File: src/design/port_power_pkg.sv
// constants and types shared by the port power and over-current logic
package port_power_pkg;

  // number of downstream ports
  localparam int unsigned NUM_PORTS = 6;

  // core clock and millisecond timebase
  localparam int unsigned CLK_PERIOD_PS = 5000;
  localparam int unsigned TICK_TIME_NS  = 1000000;
  localparam int unsigned TICK_CYCLES   = (TICK_TIME_NS * 1000) / CLK_PERIOD_PS;
  localparam int unsigned TICK_CNT_W    = 18;

  // reset values of the timing settings
  localparam logic [3:0] MIN_WIDTH_RST = 4'h5;
  localparam logic [7:0] DBL_WIN_RST   = 8'h14;
  localparam logic [7:0] LOCKOUT_RST   = 8'h0a;

  // largest legal single-pulse code
  localparam logic [3:0] MIN_WIDTH_MAX = 4'h5;

  // state of one port sensing channel
  typedef enum logic [1:0] {
    CH_OFF,
    CH_LOCKOUT,
    CH_SENSE
  } chan_state_t;

endpackage

File: src/design/port_power_ctrl.sv
// port power control and over-current detection for the downstream ports
// Operation
// [RL1] each port uses one pin for power command and over-current sense
// [RL2] power is commanded by hub logic or by the embedded processor
// [RL3] ganged mode: one shared pin powers and senses all ports
// [RL4] ganged mode comes only from serial-slave or one-time memory configuration
// [RL5] ganged over-current flags every port at once
// [RL6] individual mode out of reset, one pin per port
// [RL7] power off: drive pin low, pull-up disabled
// [RL8] power on: release driver, enable pull-up, open-drain
// [RL9] external switch pulls pin low; low read as over-current
// [RL10] filter out transient lows such as power ramp
// [RL11] sample pin every tick while port powered
// [RL12] consecutive lows for the minimum width flag over-current
// [RL13] two low groups within the rolling window flag over-current
// [RL14] per-port pin signalling of battery-charging supply presence; individual mode only, ganged mode drives every port pin low
// [RL15] single width 4-bit, 1 ms steps, 0 to 5, default 5
// [RL16] double window 8-bit, 1 ms steps, default 20, never zero
// [RL17] lockout after power on, 8-bit ms, default 10, never zero
// [RL18] millisecond tick from core clock shared by all timers
`timescale 1ns/1ps
module port_power_ctrl
  import port_power_pkg::*;
#(
  // core clock cycles per millisecond tick
  parameter int unsigned TICK_DIV = TICK_CYCLES
)
(
  input  wire logic                 ref_clk,
  input  wire logic                 rst_b,
  input  wire logic                 cfg_load,
  input  wire logic                 cfg_gang_mode,
  input  wire logic [3:0]           cfg_min_width,
  input  wire logic [7:0]           cfg_dbl_window,
  input  wire logic [7:0]           cfg_lockout,
  input  wire logic                 proc_ctrl_sel,
  input  wire logic [NUM_PORTS-1:0] hub_pwr_req,
  input  wire logic [NUM_PORTS-1:0] proc_pwr_req,
  input  wire logic [NUM_PORTS-1:0] bc_supply_en,
  input  wire logic [NUM_PORTS-1:0] oc_clear,
  input  wire logic [NUM_PORTS-1:0] port_power_sense_pins_in,
  output logic      [NUM_PORTS-1:0] port_power_sense_pins_out,
  output logic      [NUM_PORTS-1:0] port_power_sense_pins_oe_b,
  output logic      [NUM_PORTS-1:0] port_power_sense_pins_pu_en,
  input  wire logic                 shared_power_sense_pin_in,
  output logic                      shared_power_sense_pin_out,
  output logic                      shared_power_sense_pin_oe_b,
  output logic                      shared_power_sense_pin_pu_en,
  output logic      [NUM_PORTS-1:0] oc_flag,
  output logic      [NUM_PORTS-1:0] port_pwr_on,
  output logic                      gang_mode
);

  logic [TICK_CNT_W-1:0] tick_cnt_ff;
  logic                  tick_ff;
  logic                  gang_ff;
  logic [3:0]            min_width_ff;
  logic [7:0]            dbl_window_ff;
  logic [7:0]            lockout_ff;
  logic [NUM_PORTS-1:0]  oc_flag_ff;
  logic [NUM_PORTS-1:0]  pwr_on_ff;
  logic [NUM_PORTS-1:0]  chan_event;
  logic                  gang_event;

  // -------------------------------------------------------------
  // millisecond timebase
  // -------------------------------------------------------------
  // one-cycle tick every millisecond of core clock
  always_ff @(posedge ref_clk or negedge rst_b)
  begin
    if (!rst_b)
    begin
      tick_cnt_ff <= '0;
      tick_ff     <= 1'b0;
    end
    else if (tick_cnt_ff == TICK_CNT_W'(TICK_DIV - 1))
    begin
      tick_cnt_ff <= '0;
      tick_ff     <= 1'b1;                              // [RL18]
    end
    else
    begin
      tick_cnt_ff <= tick_cnt_ff + 1'b1;
      tick_ff     <= 1'b0;
    end
  end

  // -------------------------------------------------------------
  // configuration
  // -------------------------------------------------------------
  // mode and timings change only on a configuration load strobe;
  // zero window or lockout values are kept out by forcing one
  always_ff @(posedge ref_clk or negedge rst_b)
  begin
    if (!rst_b)
    begin
      gang_ff       <= 1'b0;                            // [RL6]
      min_width_ff  <= MIN_WIDTH_RST;                   // [RL15]
      dbl_window_ff <= DBL_WIN_RST;                     // [RL16]
      lockout_ff    <= LOCKOUT_RST;                     // [RL17]
    end
    else if (cfg_load)
    begin
      gang_ff       <= cfg_gang_mode;                   // [RL4]
      min_width_ff  <= cfg_min_width;
      dbl_window_ff <= (cfg_dbl_window == 8'h0) ? 8'h1 : cfg_dbl_window;  // [RL16]
      lockout_ff    <= (cfg_lockout == 8'h0) ? 8'h1 : cfg_lockout;        // [RL17]
    end
  end

  assign gang_mode = gang_ff;

  // -------------------------------------------------------------
  // power requests
  // -------------------------------------------------------------
  // hub logic or processor owns the power commands
  wire [NUM_PORTS-1:0] pwr_req = proc_ctrl_sel ? proc_pwr_req : hub_pwr_req;  // [RL2]
  // in ganged mode any request powers all ports together
  wire [NUM_PORTS-1:0] pwr_sel = gang_ff ? {NUM_PORTS{|pwr_req}} : pwr_req;    // [RL3]

  always_ff @(posedge ref_clk or negedge rst_b)
  begin
    if (!rst_b)
      pwr_on_ff <= '0;
    else
      pwr_on_ff <= pwr_sel;
  end

  assign port_pwr_on = pwr_on_ff;

  // -------------------------------------------------------------
  // per-port channels
  // -------------------------------------------------------------
  // in individual mode a battery-charging port holds its pin released with pull-up
  // so the external supply sees the charger indication
  genvar gi;
  generate
    for (gi = 0; gi < NUM_PORTS; gi++)
    begin : g_port
      wire chan_pwr = !gang_ff && (pwr_on_ff[gi] || bc_supply_en[gi]);  // [RL6] [RL14]
      oc_sense_chan u_chan (
        .ref_clk    (ref_clk),
        .rst_b      (rst_b),
        .ms_tick    (tick_ff),
        .pwr_on     (chan_pwr),
        .min_width  (min_width_ff),
        .dbl_window (dbl_window_ff),
        .lockout    (lockout_ff),
        .pin_in     (port_power_sense_pins_in[gi]),
        .pin_out    (port_power_sense_pins_out[gi]),
        .pin_oe_b   (port_power_sense_pins_oe_b[gi]),
        .pullup_en  (port_power_sense_pins_pu_en[gi]),
        .oc_event   (chan_event[gi])
      );
    end
  endgenerate

  // shared ganged channel
  wire shared_power_sense_pin = gang_ff && (|pwr_on_ff);              // [RL3]
  oc_sense_chan u_gang (
    .ref_clk    (ref_clk),
    .rst_b      (rst_b),
    .ms_tick    (tick_ff),
    .pwr_on     (shared_power_sense_pin),
    .min_width  (min_width_ff),
    .dbl_window (dbl_window_ff),
    .lockout    (lockout_ff),
    .pin_in     (shared_power_sense_pin_in),
    .pin_out    (shared_power_sense_pin_out),
    .pin_oe_b   (shared_power_sense_pin_oe_b),
    .pullup_en  (shared_power_sense_pin_pu_en),
    .oc_event   (gang_event)
  );

  // -------------------------------------------------------------
  // over-current flags
  // -------------------------------------------------------------
  // shared event sets every port flag at once
  wire [NUM_PORTS-1:0] oc_set = chan_event | {NUM_PORTS{gang_event}};  // [RL5]

  // sticky flags, a set in the clearing cycle wins
  always_ff @(posedge ref_clk or negedge rst_b)
  begin
    if (!rst_b)
      oc_flag_ff <= '0;
    else
      oc_flag_ff <= oc_set | (oc_flag_ff & ~oc_clear);
  end

  assign oc_flag = oc_flag_ff;

endmodule // port_power_ctrl

File: src/design/oc_sense_chan.sv
// one channel: drives the shared power/sense pin and filters its level
`timescale 1ns/1ps
module oc_sense_chan
  import port_power_pkg::*;
(
  input  wire logic       ref_clk,
  input  wire logic       rst_b,
  input  wire logic       ms_tick,
  input  wire logic       pwr_on,
  input  wire logic [3:0] min_width,
  input  wire logic [7:0] dbl_window,
  input  wire logic [7:0] lockout,
  input  wire logic       pin_in,
  output logic            pin_out,
  output logic            pin_oe_b,
  output logic            pullup_en,
  output logic            oc_event
);

  chan_state_t state_ff;
  chan_state_t nxt_state;
  logic [7:0]  lock_cnt_ff;
  logic [3:0]  low_cnt_ff;
  logic [7:0]  win_cnt_ff;
  logic        win_open_ff;
  logic        prev_low_ff;
  logic        oc_ff;

  // -------------------------------------------------------------
  // pin drive
  // -------------------------------------------------------------
  // off: drive 0 with pull-up off; on: release, pull-up on
  assign pin_out   = 1'b0;                     // [RL1] [RL7]
  assign pin_oe_b  = pwr_on;                   // [RL7] [RL8]
  assign pullup_en = pwr_on;                   // [RL8]
  assign oc_event  = oc_ff;

  // -------------------------------------------------------------
  // filter decode
  // -------------------------------------------------------------
  // low level read from the switch is an over-current request
  // gated by pwr_on so the pin's own low drive just after power-off is never sampled
  wire sample    = (state_ff == CH_SENSE) && pwr_on && ms_tick;  // [RL11] [RL18]
  wire is_low    = ~pin_in;                             // [RL9]
  wire new_group = sample && is_low && !prev_low_ff;
  wire [3:0] clamp_width = (min_width > MIN_WIDTH_MAX) ? MIN_WIDTH_MAX : min_width;
  // single pulse: consecutive low samples reach the minimum width
  // one bit wider so a saturated run count does not wrap to zero
  wire single_hit = sample && is_low && (({1'b0, low_cnt_ff} + 5'h01) >= {1'b0, clamp_width});  // [RL12] [RL15]
  // double pulse: second low group while the window is open
  wire double_hit = new_group && win_open_ff;           // [RL13] [RL16]
  wire lock_done  = ms_tick && (lock_cnt_ff <= 8'h1);   // [RL17]

  // state selection
  always_comb
  begin
    nxt_state = state_ff;
    unique case (state_ff)
      CH_OFF:     if (pwr_on) nxt_state = CH_LOCKOUT;
      CH_LOCKOUT: if (!pwr_on) nxt_state = CH_OFF;
                  else if (lock_done) nxt_state = CH_SENSE;
      CH_SENSE:   if (!pwr_on) nxt_state = CH_OFF;
      default:    nxt_state = CH_OFF;
    endcase
  end

  // state register and lockout counter, pin ignored while locked out
  always_ff @(posedge ref_clk or negedge rst_b)
  begin
    if (!rst_b)
    begin
      state_ff    <= CH_OFF;
      lock_cnt_ff <= 8'h0;
    end
    else
    begin
      state_ff <= nxt_state;
      if (state_ff != CH_LOCKOUT)
        lock_cnt_ff <= lockout;                         // [RL17]
      else if (ms_tick)
        lock_cnt_ff <= lock_cnt_ff - 8'h1;
    end
  end

  // low run length and previous sample for group edges
  always_ff @(posedge ref_clk or negedge rst_b)
  begin
    if (!rst_b)
    begin
      low_cnt_ff  <= 4'h0;
      prev_low_ff <= 1'b0;
    end
    else if (state_ff != CH_SENSE)
    begin
      low_cnt_ff  <= 4'h0;
      prev_low_ff <= 1'b0;
    end
    else if (sample)
    begin
      prev_low_ff <= is_low;
      if (!is_low)
        low_cnt_ff <= 4'h0;
      else if (low_cnt_ff != 4'hf)
        low_cnt_ff <= low_cnt_ff + 4'h1;
    end
  end

  // rolling window opened by the first low group
  always_ff @(posedge ref_clk or negedge rst_b)
  begin
    if (!rst_b)
    begin
      win_open_ff <= 1'b0;
      win_cnt_ff  <= 8'h0;
    end
    else if (state_ff != CH_SENSE)
      win_open_ff <= 1'b0;
    else if (new_group && !win_open_ff)
    begin
      win_open_ff <= 1'b1;                              // [RL13]
      win_cnt_ff  <= dbl_window;
    end
    else if (sample && win_open_ff)
    begin
      if (win_cnt_ff <= 8'h1)
        win_open_ff <= 1'b0;
      win_cnt_ff <= win_cnt_ff - 8'h1;
    end
  end

  // one-cycle over-current event, transients filtered away
  always_ff @(posedge ref_clk or negedge rst_b)
  begin
    if (!rst_b)
      oc_ff <= 1'b0;
    else
      oc_ff <= single_hit || double_hit;                // [RL10]
  end

endmodule // oc_sense_chan

File: config.mk
export PLATFORM = sky130hd
export DESIGN_NAME = port_power_ctrl
export DESIGN_NICKNAME = d
export VERILOG_FILES = /design/src/design/port_power_pkg.sv /design/src/design/port_power_ctrl.sv /design/src/design/oc_sense_chan.sv
export SDC_FILE = /design/constraint.sdc
export NUM_CORES = 1
export LEC_CHECK = 0
export BUFFER_PORTS_ARGS = -buffer_cell sky130_fd_sc_hd__buf_2
export CORE_AREA = 2 2 227 185
export DETAILED_ROUTE_END_ITERATION = 8
export DIE_AREA = 0 0 229 187
export PLACE_DENSITY = 0.47
export SLEW_MARGIN = 0
export SYNTH_ARGS = -nofsm -noshare
export SYNTH_HDL_FRONTEND = slang
export SYNTH_SLANG_ARGS = --single-unit
export TNS_END_PERCENT = 100
File: constraint.sdc
create_clock -name ref_clk -period 2.35 [get_ports ref_clk]
set_input_delay 0.47 -clock ref_clk [delete_from_list [all_inputs] [get_ports ref_clk]]
set_output_delay 0.47 -clock ref_clk [all_outputs]
set_load 0.02 [all_outputs]
After elaboration in Yosys (flattened, before gate mapping):

Index checks and enable logic that the tools add are counted.
Widths: inputs -> output; s select.

* reductions and logical operators: 179
* add/subtract/negate cells: 29
* order comparisons: 22
* muxes and demuxes: 140
* equality and inequality tests: 57
* shift-type cells: 0
* div/mod/pow operators: 0
* bitwise logic cells: 18
* multipliers: 0

Operator list (count)
* $mux 8: 30
* $mux 4: 29
* $le 8x1->1 const B: 14
* $sub 8x1->8 const B: 14
* $logic_and 1x1->1: 70
* $reduce_bool 3->1: 21
* $mux 2: 28
* $mux 1: 43
* $pmux 2 s3: 7
* $reduce_and 2->1: 21
* $reduce_bool 2->1: 21
* $add 4x1->5 const B: 7
* $ge 5x4->1: 7
* $add 4x1->4 const B: 7
* $ne 2x1->1 const B: 14
* $ne 2x2->1 const B: 14
* $ne 4x4->1 const B: 7
* $ne 3x3->1 const B: 7
* $reduce_and 3->1: 7
* $add 18x1->18 const B: 1
* $eq 18x18->1 const B: 1
* $mux 18: 1
* $logic_not 8->1: 2
* $logic_not 1->1: 15
* other kinds (11): 57

* output and inout port bits: 34
* memories: 0
* logic and storage cells: 502
* latch bits: 0
* flip-flop bits (word level): 227
* input bits: 56
* memory bits (read-only): 0
* RAM bits: 0

Depth between registers and ports, before layout:

* word-level depth: 9
* gate-level depth with buffers: 8
* depth with buffers taken out: 7

Modules after synthesis:

From an unflattened synthesis, not the netlist that was laid out.

* cells, all modules: 1437
* area, all modules: 13670.6 sq um

Modules (own cells, without submodules)
* oc_sense_chan: cells an instance 177, sequential area each 625.6 sq um, area an instance 1629.1 sq um, instances 7
* port_power_ctrl: cells an instance 198, sequential area each 1308.8 sq um, area an instance 2267.2 sq um, instances 1

Worst setup path before layout:

Ideal clock, no wire load.

* path type: register to register
* from: register min_width_ff[3]
* to: register g_port[4].u_chan.oc_ff
* cell stages (with the launch flop): 9
* arrival: 1.986 ns
* slack: 0.226 ns
* library setup time: 0.138 ns
* required time: 2.212 ns
* buffers on the path: 1
* period minus slack after synthesis: 2.124 ns
* cells stage by stage: dfrtp_1 > nor2_1 > clkbuf_1 > nand2_1 > ha_1 > a21o_1 > maj3_1 > a21oi_1 > nor4_1

* longest elaborated chain between the ends: 5

Ends and longest elaborated chain
* start, declared: line port_power_ctrl.sv:57 `logic [3:0] min_width_ff;`
* start signal, assigned: line port_power_ctrl.sv:105 `min_width_ff <= cfg_min_width;`
* $gt 4x3->1: line oc_sense_chan.sv:46 `wire [3:0] clamp_width = (min_width > MIN_WIDTH_MAX) ? MIN_WIDTH_MAX : min_width;`
* $mux 4 *: line oc_sense_chan.sv:46
* $ge 5x4->1 *: line oc_sense_chan.sv:49 `wire single_hit = sample && is_low && (({1'b0, low_cnt_ff} + 5'h01) >= {1'b0, clamp_width});`
* $logic_and 1x1->1 *: line oc_sense_chan.sv:49
* $logic_or 1x1->1 *: line oc_sense_chan.sv:137 `oc_ff <= single_hit || double_hit;`
* end signal, assigned: line oc_sense_chan.sv:137
* end, declared: line oc_sense_chan.sv:27 `logic oc_ff;`

Every way passes the cells marked *; elsewhere a longest branch is shown, timed or not.
A chain may end at the register's enable or synchronous reset.

Worst setup path after layout:

* from: register pwr_on_ff[0], in the netlist port_pwr_on[0]
* to: output port shared_power_sense_pin_pu_en

* longest elaborated chain between the ends: 2

Ends and longest elaborated chain
* start, declared: line port_power_ctrl.sv:61 `logic [NUM_PORTS-1:0] pwr_on_ff;`
* start signal, assigned: line port_power_ctrl.sv:126 `pwr_on_ff <= pwr_sel;`
* $reduce_or 6->1: line port_power_ctrl.sv:159 `wire shared_power_sense_pin = gang_ff && (|pwr_on_ff);`
* $logic_and 1x1->1: line port_power_ctrl.sv:159
* end, declared: line port_power_ctrl.sv:48 `output logic shared_power_sense_pin_pu_en,`

No other way between the ends.

==> results <==
- The run finished with clean final reports.
- The number of global-route vias before repair is 9707.
- The clock root buffer is sky130_fd_sc_hd__clkbuf_16.
- The largest net degree at the start of global routing is 60.
- Measured against its own limit, the worst slew margin works out to 59.95%.
- The Yosys step of the flow raised 0 warnings.
- For this run, design rule violations remaining after detail routing come to 0.
- Setup repair after global routing left no endpoint under its margin.
- The number of iterations in the first detailed-routing pass is 5.
- After synthesis, the share of flip-flops with an asynchronous set or reset is 100.0%.
- In the final routed layout, each cell accounts on average for 16.11 µm.
- Global routing used 15.73% of the available tracks.
- For the worst setup path, the data required time is 1880 ps.
- Measured along the y axis, the die boundary spans 187 µm.
- The initial standard-cell utilization of the core is 31.35%.
- The cell area after layout is 14860 µm².
- Summing the areas of all compound-gate instances in the mapped netlist gives 15.89% of the synthesized area.
- The number of pins exceeding their max-slew limit in the final report came to 0.
- After layout, the minimum clock period comes to 2248 ps.
- No sink is reached through more buffers than the 3 on the longest clock path.
- The total count of hold-check failures in the final report is 0.
- After Yosys synthesis, and, or, nand and nor cells account for 20.99% of the synthesized area.
- In the routed layout, each cell is associated on average with a via count of 4.936.
- CTS saw 227 sinks.
- Summing the areas of all xor and xnor instances in the mapped netlist gives 5.121% of the synthesized area.
- The initial antenna violation count came to 3.
- The highest clock frequency the design can meet is 0.4448 GHz.
- The measured slew at the worst slew-check pin is 595.3 ps.
- In the synthesized netlist, mux cells make up 2.927% of the area.
- In the post-synthesis netlist, the biggest area contributors are sky130_fd_sc_hd__dfrtp_1, sky130_fd_sc_hd__o21ai_0, sky130_fd_sc_hd__ha_1.
- The area of the core is 40910 µm².
- Summed over all cells, the static leakage comes to 0.006359 µW.
- The total via count after detailed routing is 10320.
- Summing the areas of all fa, ha and maj instances in the mapped netlist gives 5.717% of the synthesized area.
- The die covers 42820 µm².
- The clock-pin slew on the worst setup and hold paths is 60 ps.
- The synthesized area is 12830 µm².
- Max-cap violations in this run came to 0.
- Detailed placement ended at an HPWL of 24.16 mm.
- The type of the worst min-delay path is in -> reg.
- The type of destination of the critical path is an output port.
- The average instance in the mapped netlist occupies 9.007 µm².
- CTS built an H-tree with a depth of 1.
- After detailed routing, the total wire length is 33.67 mm.
- The layout has 4256 filler cells.
- For this design the top-level I/O count stands at 90.
- The combinational family with the most area after synthesis is simple AND/OR/NAND/NOR gates.
- The cell area after placement is 13980 µm².
- The sequential element share of the synthesized area is 44.35%.
- The total global routing overflow is 0.
- The highest net fanout along the worst path is 4.
- The global placement routability congestion is 0.7889.
- The count of distinct cell types in the synthesized netlist is 74.
- The clock reaches the later pin of the worst-skew pair after 550 ps.
- The global-route wire length before repair is 54.29 mm.
- In this run the tool buffered the top-level ports with 82 buffer cells.
- The floorplan has 67 rows.
- At the worst endpoint, the arrival time is 1780 ps.
- The violation count after the first detailed-routing iteration is 762.
- The startpoint type of the worst setup path is a flip-flop.
- The area overhead of the layout relative to synthesis is 15.89%.
- The commonest cells after synthesis are sky130_fd_sc_hd__dfrtp_1, sky130_fd_sc_hd__o21ai_0, sky130_fd_sc_hd__nor2_1.
- For the final database, setup skew stands at 16.74 ps.
- The number of synthesized flops with an enable pin is 0.
- After technology mapping, the gate count stands at 1424.
- The post-synthesis cell type with the largest combined area is sky130_fd_sc_hd__dfrtp_1.
- TritonCTS built the clock tree.
- The post-route setup TNS is 0 ps.
- Dividing total power by cell area gives a power density of 639.7 nW/µm².
- The final setup violation count is 0.
- In this run the remaining antenna-violating nets after routing total 0.
- The fraction of post-synthesis cell area in the top cell type by area is 43.12%.
- The share of final-layout standard cells stronger than drive strength 1 is 14.57%.
- The worst-case IR drop observed on VDD is 482.3 µV.
- Of the available clock period, the critical path in the final layout requires 95.66%.
- The final hold slack is 88.20 ps.
- The critical path in this run is classified as reg -> out.
- The final-stage net count is 1631.
- The number of register bits inferred by synthesis is 227.
- The die is 229 µm wide.
- TritonCTS created 26 clock buffers.
- The leading cell type by number of instances after synthesis is sky130_fd_sc_hd__dfrtp_1.
- The leading register cell type out of synthesis is sky130_fd_sc_hd__dfrtp_1.
## registers in the layout (all words and copies together) (netlist names)
name and flops:
dbl_window_ff 8, gang_mode 1, g_port.u_chan.prev_low_ff 6, u_gang.win_cnt_ff 8, oc_flag 6, port_pwr_on 6
tick_cnt_ff 18, g_port.u_chan.lock_cnt_ff 48, tick_ff 1, u_gang.prev_low_ff 1, u_gang.win_open_ff 1, g_port.u_chan.oc_event 6
u_gang.state_ff 2, u_gang.low_cnt_ff 4, lockout_ff 8, g_port.u_chan.win_open_ff 6, g_port.u_chan.state_ff 12, g_port.u_chan.win_cnt_ff 48
min_width_ff 4, u_gang.lock_cnt_ff 8, g_port.u_chan.low_cnt_ff 24, u_gang.oc_event 1
## metal layers
metal,GRT usage (%),wire [µm]
met1,23.73,17340
met2,23.50,14390
met3,2.851,1460
met4,2.972,454
met5,0,23
## cells by family after synthesis
family,count (synthesis)
simple gates,523
xor+xnor,75
other cells,2
fa+ha+maj,59
mux,35
buf+inv,144
flops,227
compound gates,359
## final timing paths
| check | from | cells after the start | slack (ps) | endpoint |
|---|---|---|---|---|
| min in group asynchronous | rst_b | 2 | 420 | g_port[5].u_chan.lock_cnt_ff[6]$_DFFE_PN0P_ |
| max | port_pwr_on[0]$_DFF_PN0_ | 5 | 100 | shared_power_sense_pin_pu_en |
| min | oc_clear[4] | 2 | 90 | oc_flag[4]$_DFF_PN0_ |
| max in group asynchronous | rst_b | 3 | 1210 | g_port[5].u_chan.win_cnt_ff[3]$_DFFE_PN0P_ |
| max reg2reg | min_width_ff[2]$_DFFE_PN1P_ | 7 | 180 | g_port[4].u_chan.oc_event$_DFF_PN0_ |
| min reg2reg | g_port[3].u_chan.oc_event$_DFF_PN0_ | 2 | 440 | oc_flag[3]$_DFF_PN0_ |
## final cells by class
| type | instances | area (µm²) | area share (%) |
|---|---|---|---|
| inverter | 70 | 262.8 | 1.768 |
| clock buffer | 41 | 797.0 | 5.362 |
| antenna | 1 | 2.502 | 0.01683 |
| timing repair buffer | 128 | 805.8 | 5.421 |
| multi-input combinational | 1065 | 6574 | 44.23 |
| tap | 552 | 690.7 | 4.646 |
| sequential | 227 | 5690 | 38.28 |
| clock inverter | 6 | 41.29 | 0.2778 |
## cells in the final DEF, fill, tap and decap left out, drive strengths merged, types with 12 or more instances in the layout
cell type    n
nor3        42
or3         14
a21oi       93
clkbuf      41
nand2b      34
ha          57
nor2       147
nor3b       12
inv         70
mux2        20
mux2i       15
conb        14
o21ai      190
xor2        34
nand3       38
xnor2       41
nor4        33
dfrtp      221
buf        127
nand2      137
## worst max-delay path: stages, from the launching register on
cell,delay [ps]
sky130_fd_sc_hd__dfrtp_2,460
sky130_fd_sc_hd__nor4_4,300
sky130_fd_sc_hd__nand2_2,130
sky130_fd_sc_hd__nand2_2,130
sky130_fd_sc_hd__inv_1,50
sky130_fd_sc_hd__buf_2,150
## stage by stage
step                setup WS (ps)  std cells  total power, µW  util, %
floorplan                   226.4       1436             5115        -
global placement            211.0       2040             5538    34.17
detailed placement          184.2       2040             5555    34.17
CTS                         21.53       2088             9683    36.29
global route                13.89       2089            10020    36.33
finish                      102.0       2090             9508    36.33
## timing repair
| action | CTS | global route |
|---|---|---|
| pin swaps | 0 | 1 |
| cloned | 0 | 0 |
| hold buffers | 1 | 0 |
| gates resized for setup | 4 | 3 |
| endpoints found under the setup margin | 2 | 3 |
| hold endpoints to repair | 34 | 0 |
| setup buffers | 0 | 1 |
## power by group
| group | internal [µW] | total, µW | switching (µW) |
|---|---|---|---|
| Combinational | 397 | 964 | 567 |
| Sequential | 4160 | 4520 | 357 |
| Clock | 2320 | 4030 | 1710 |
Power figures use the tool's default switching activity.
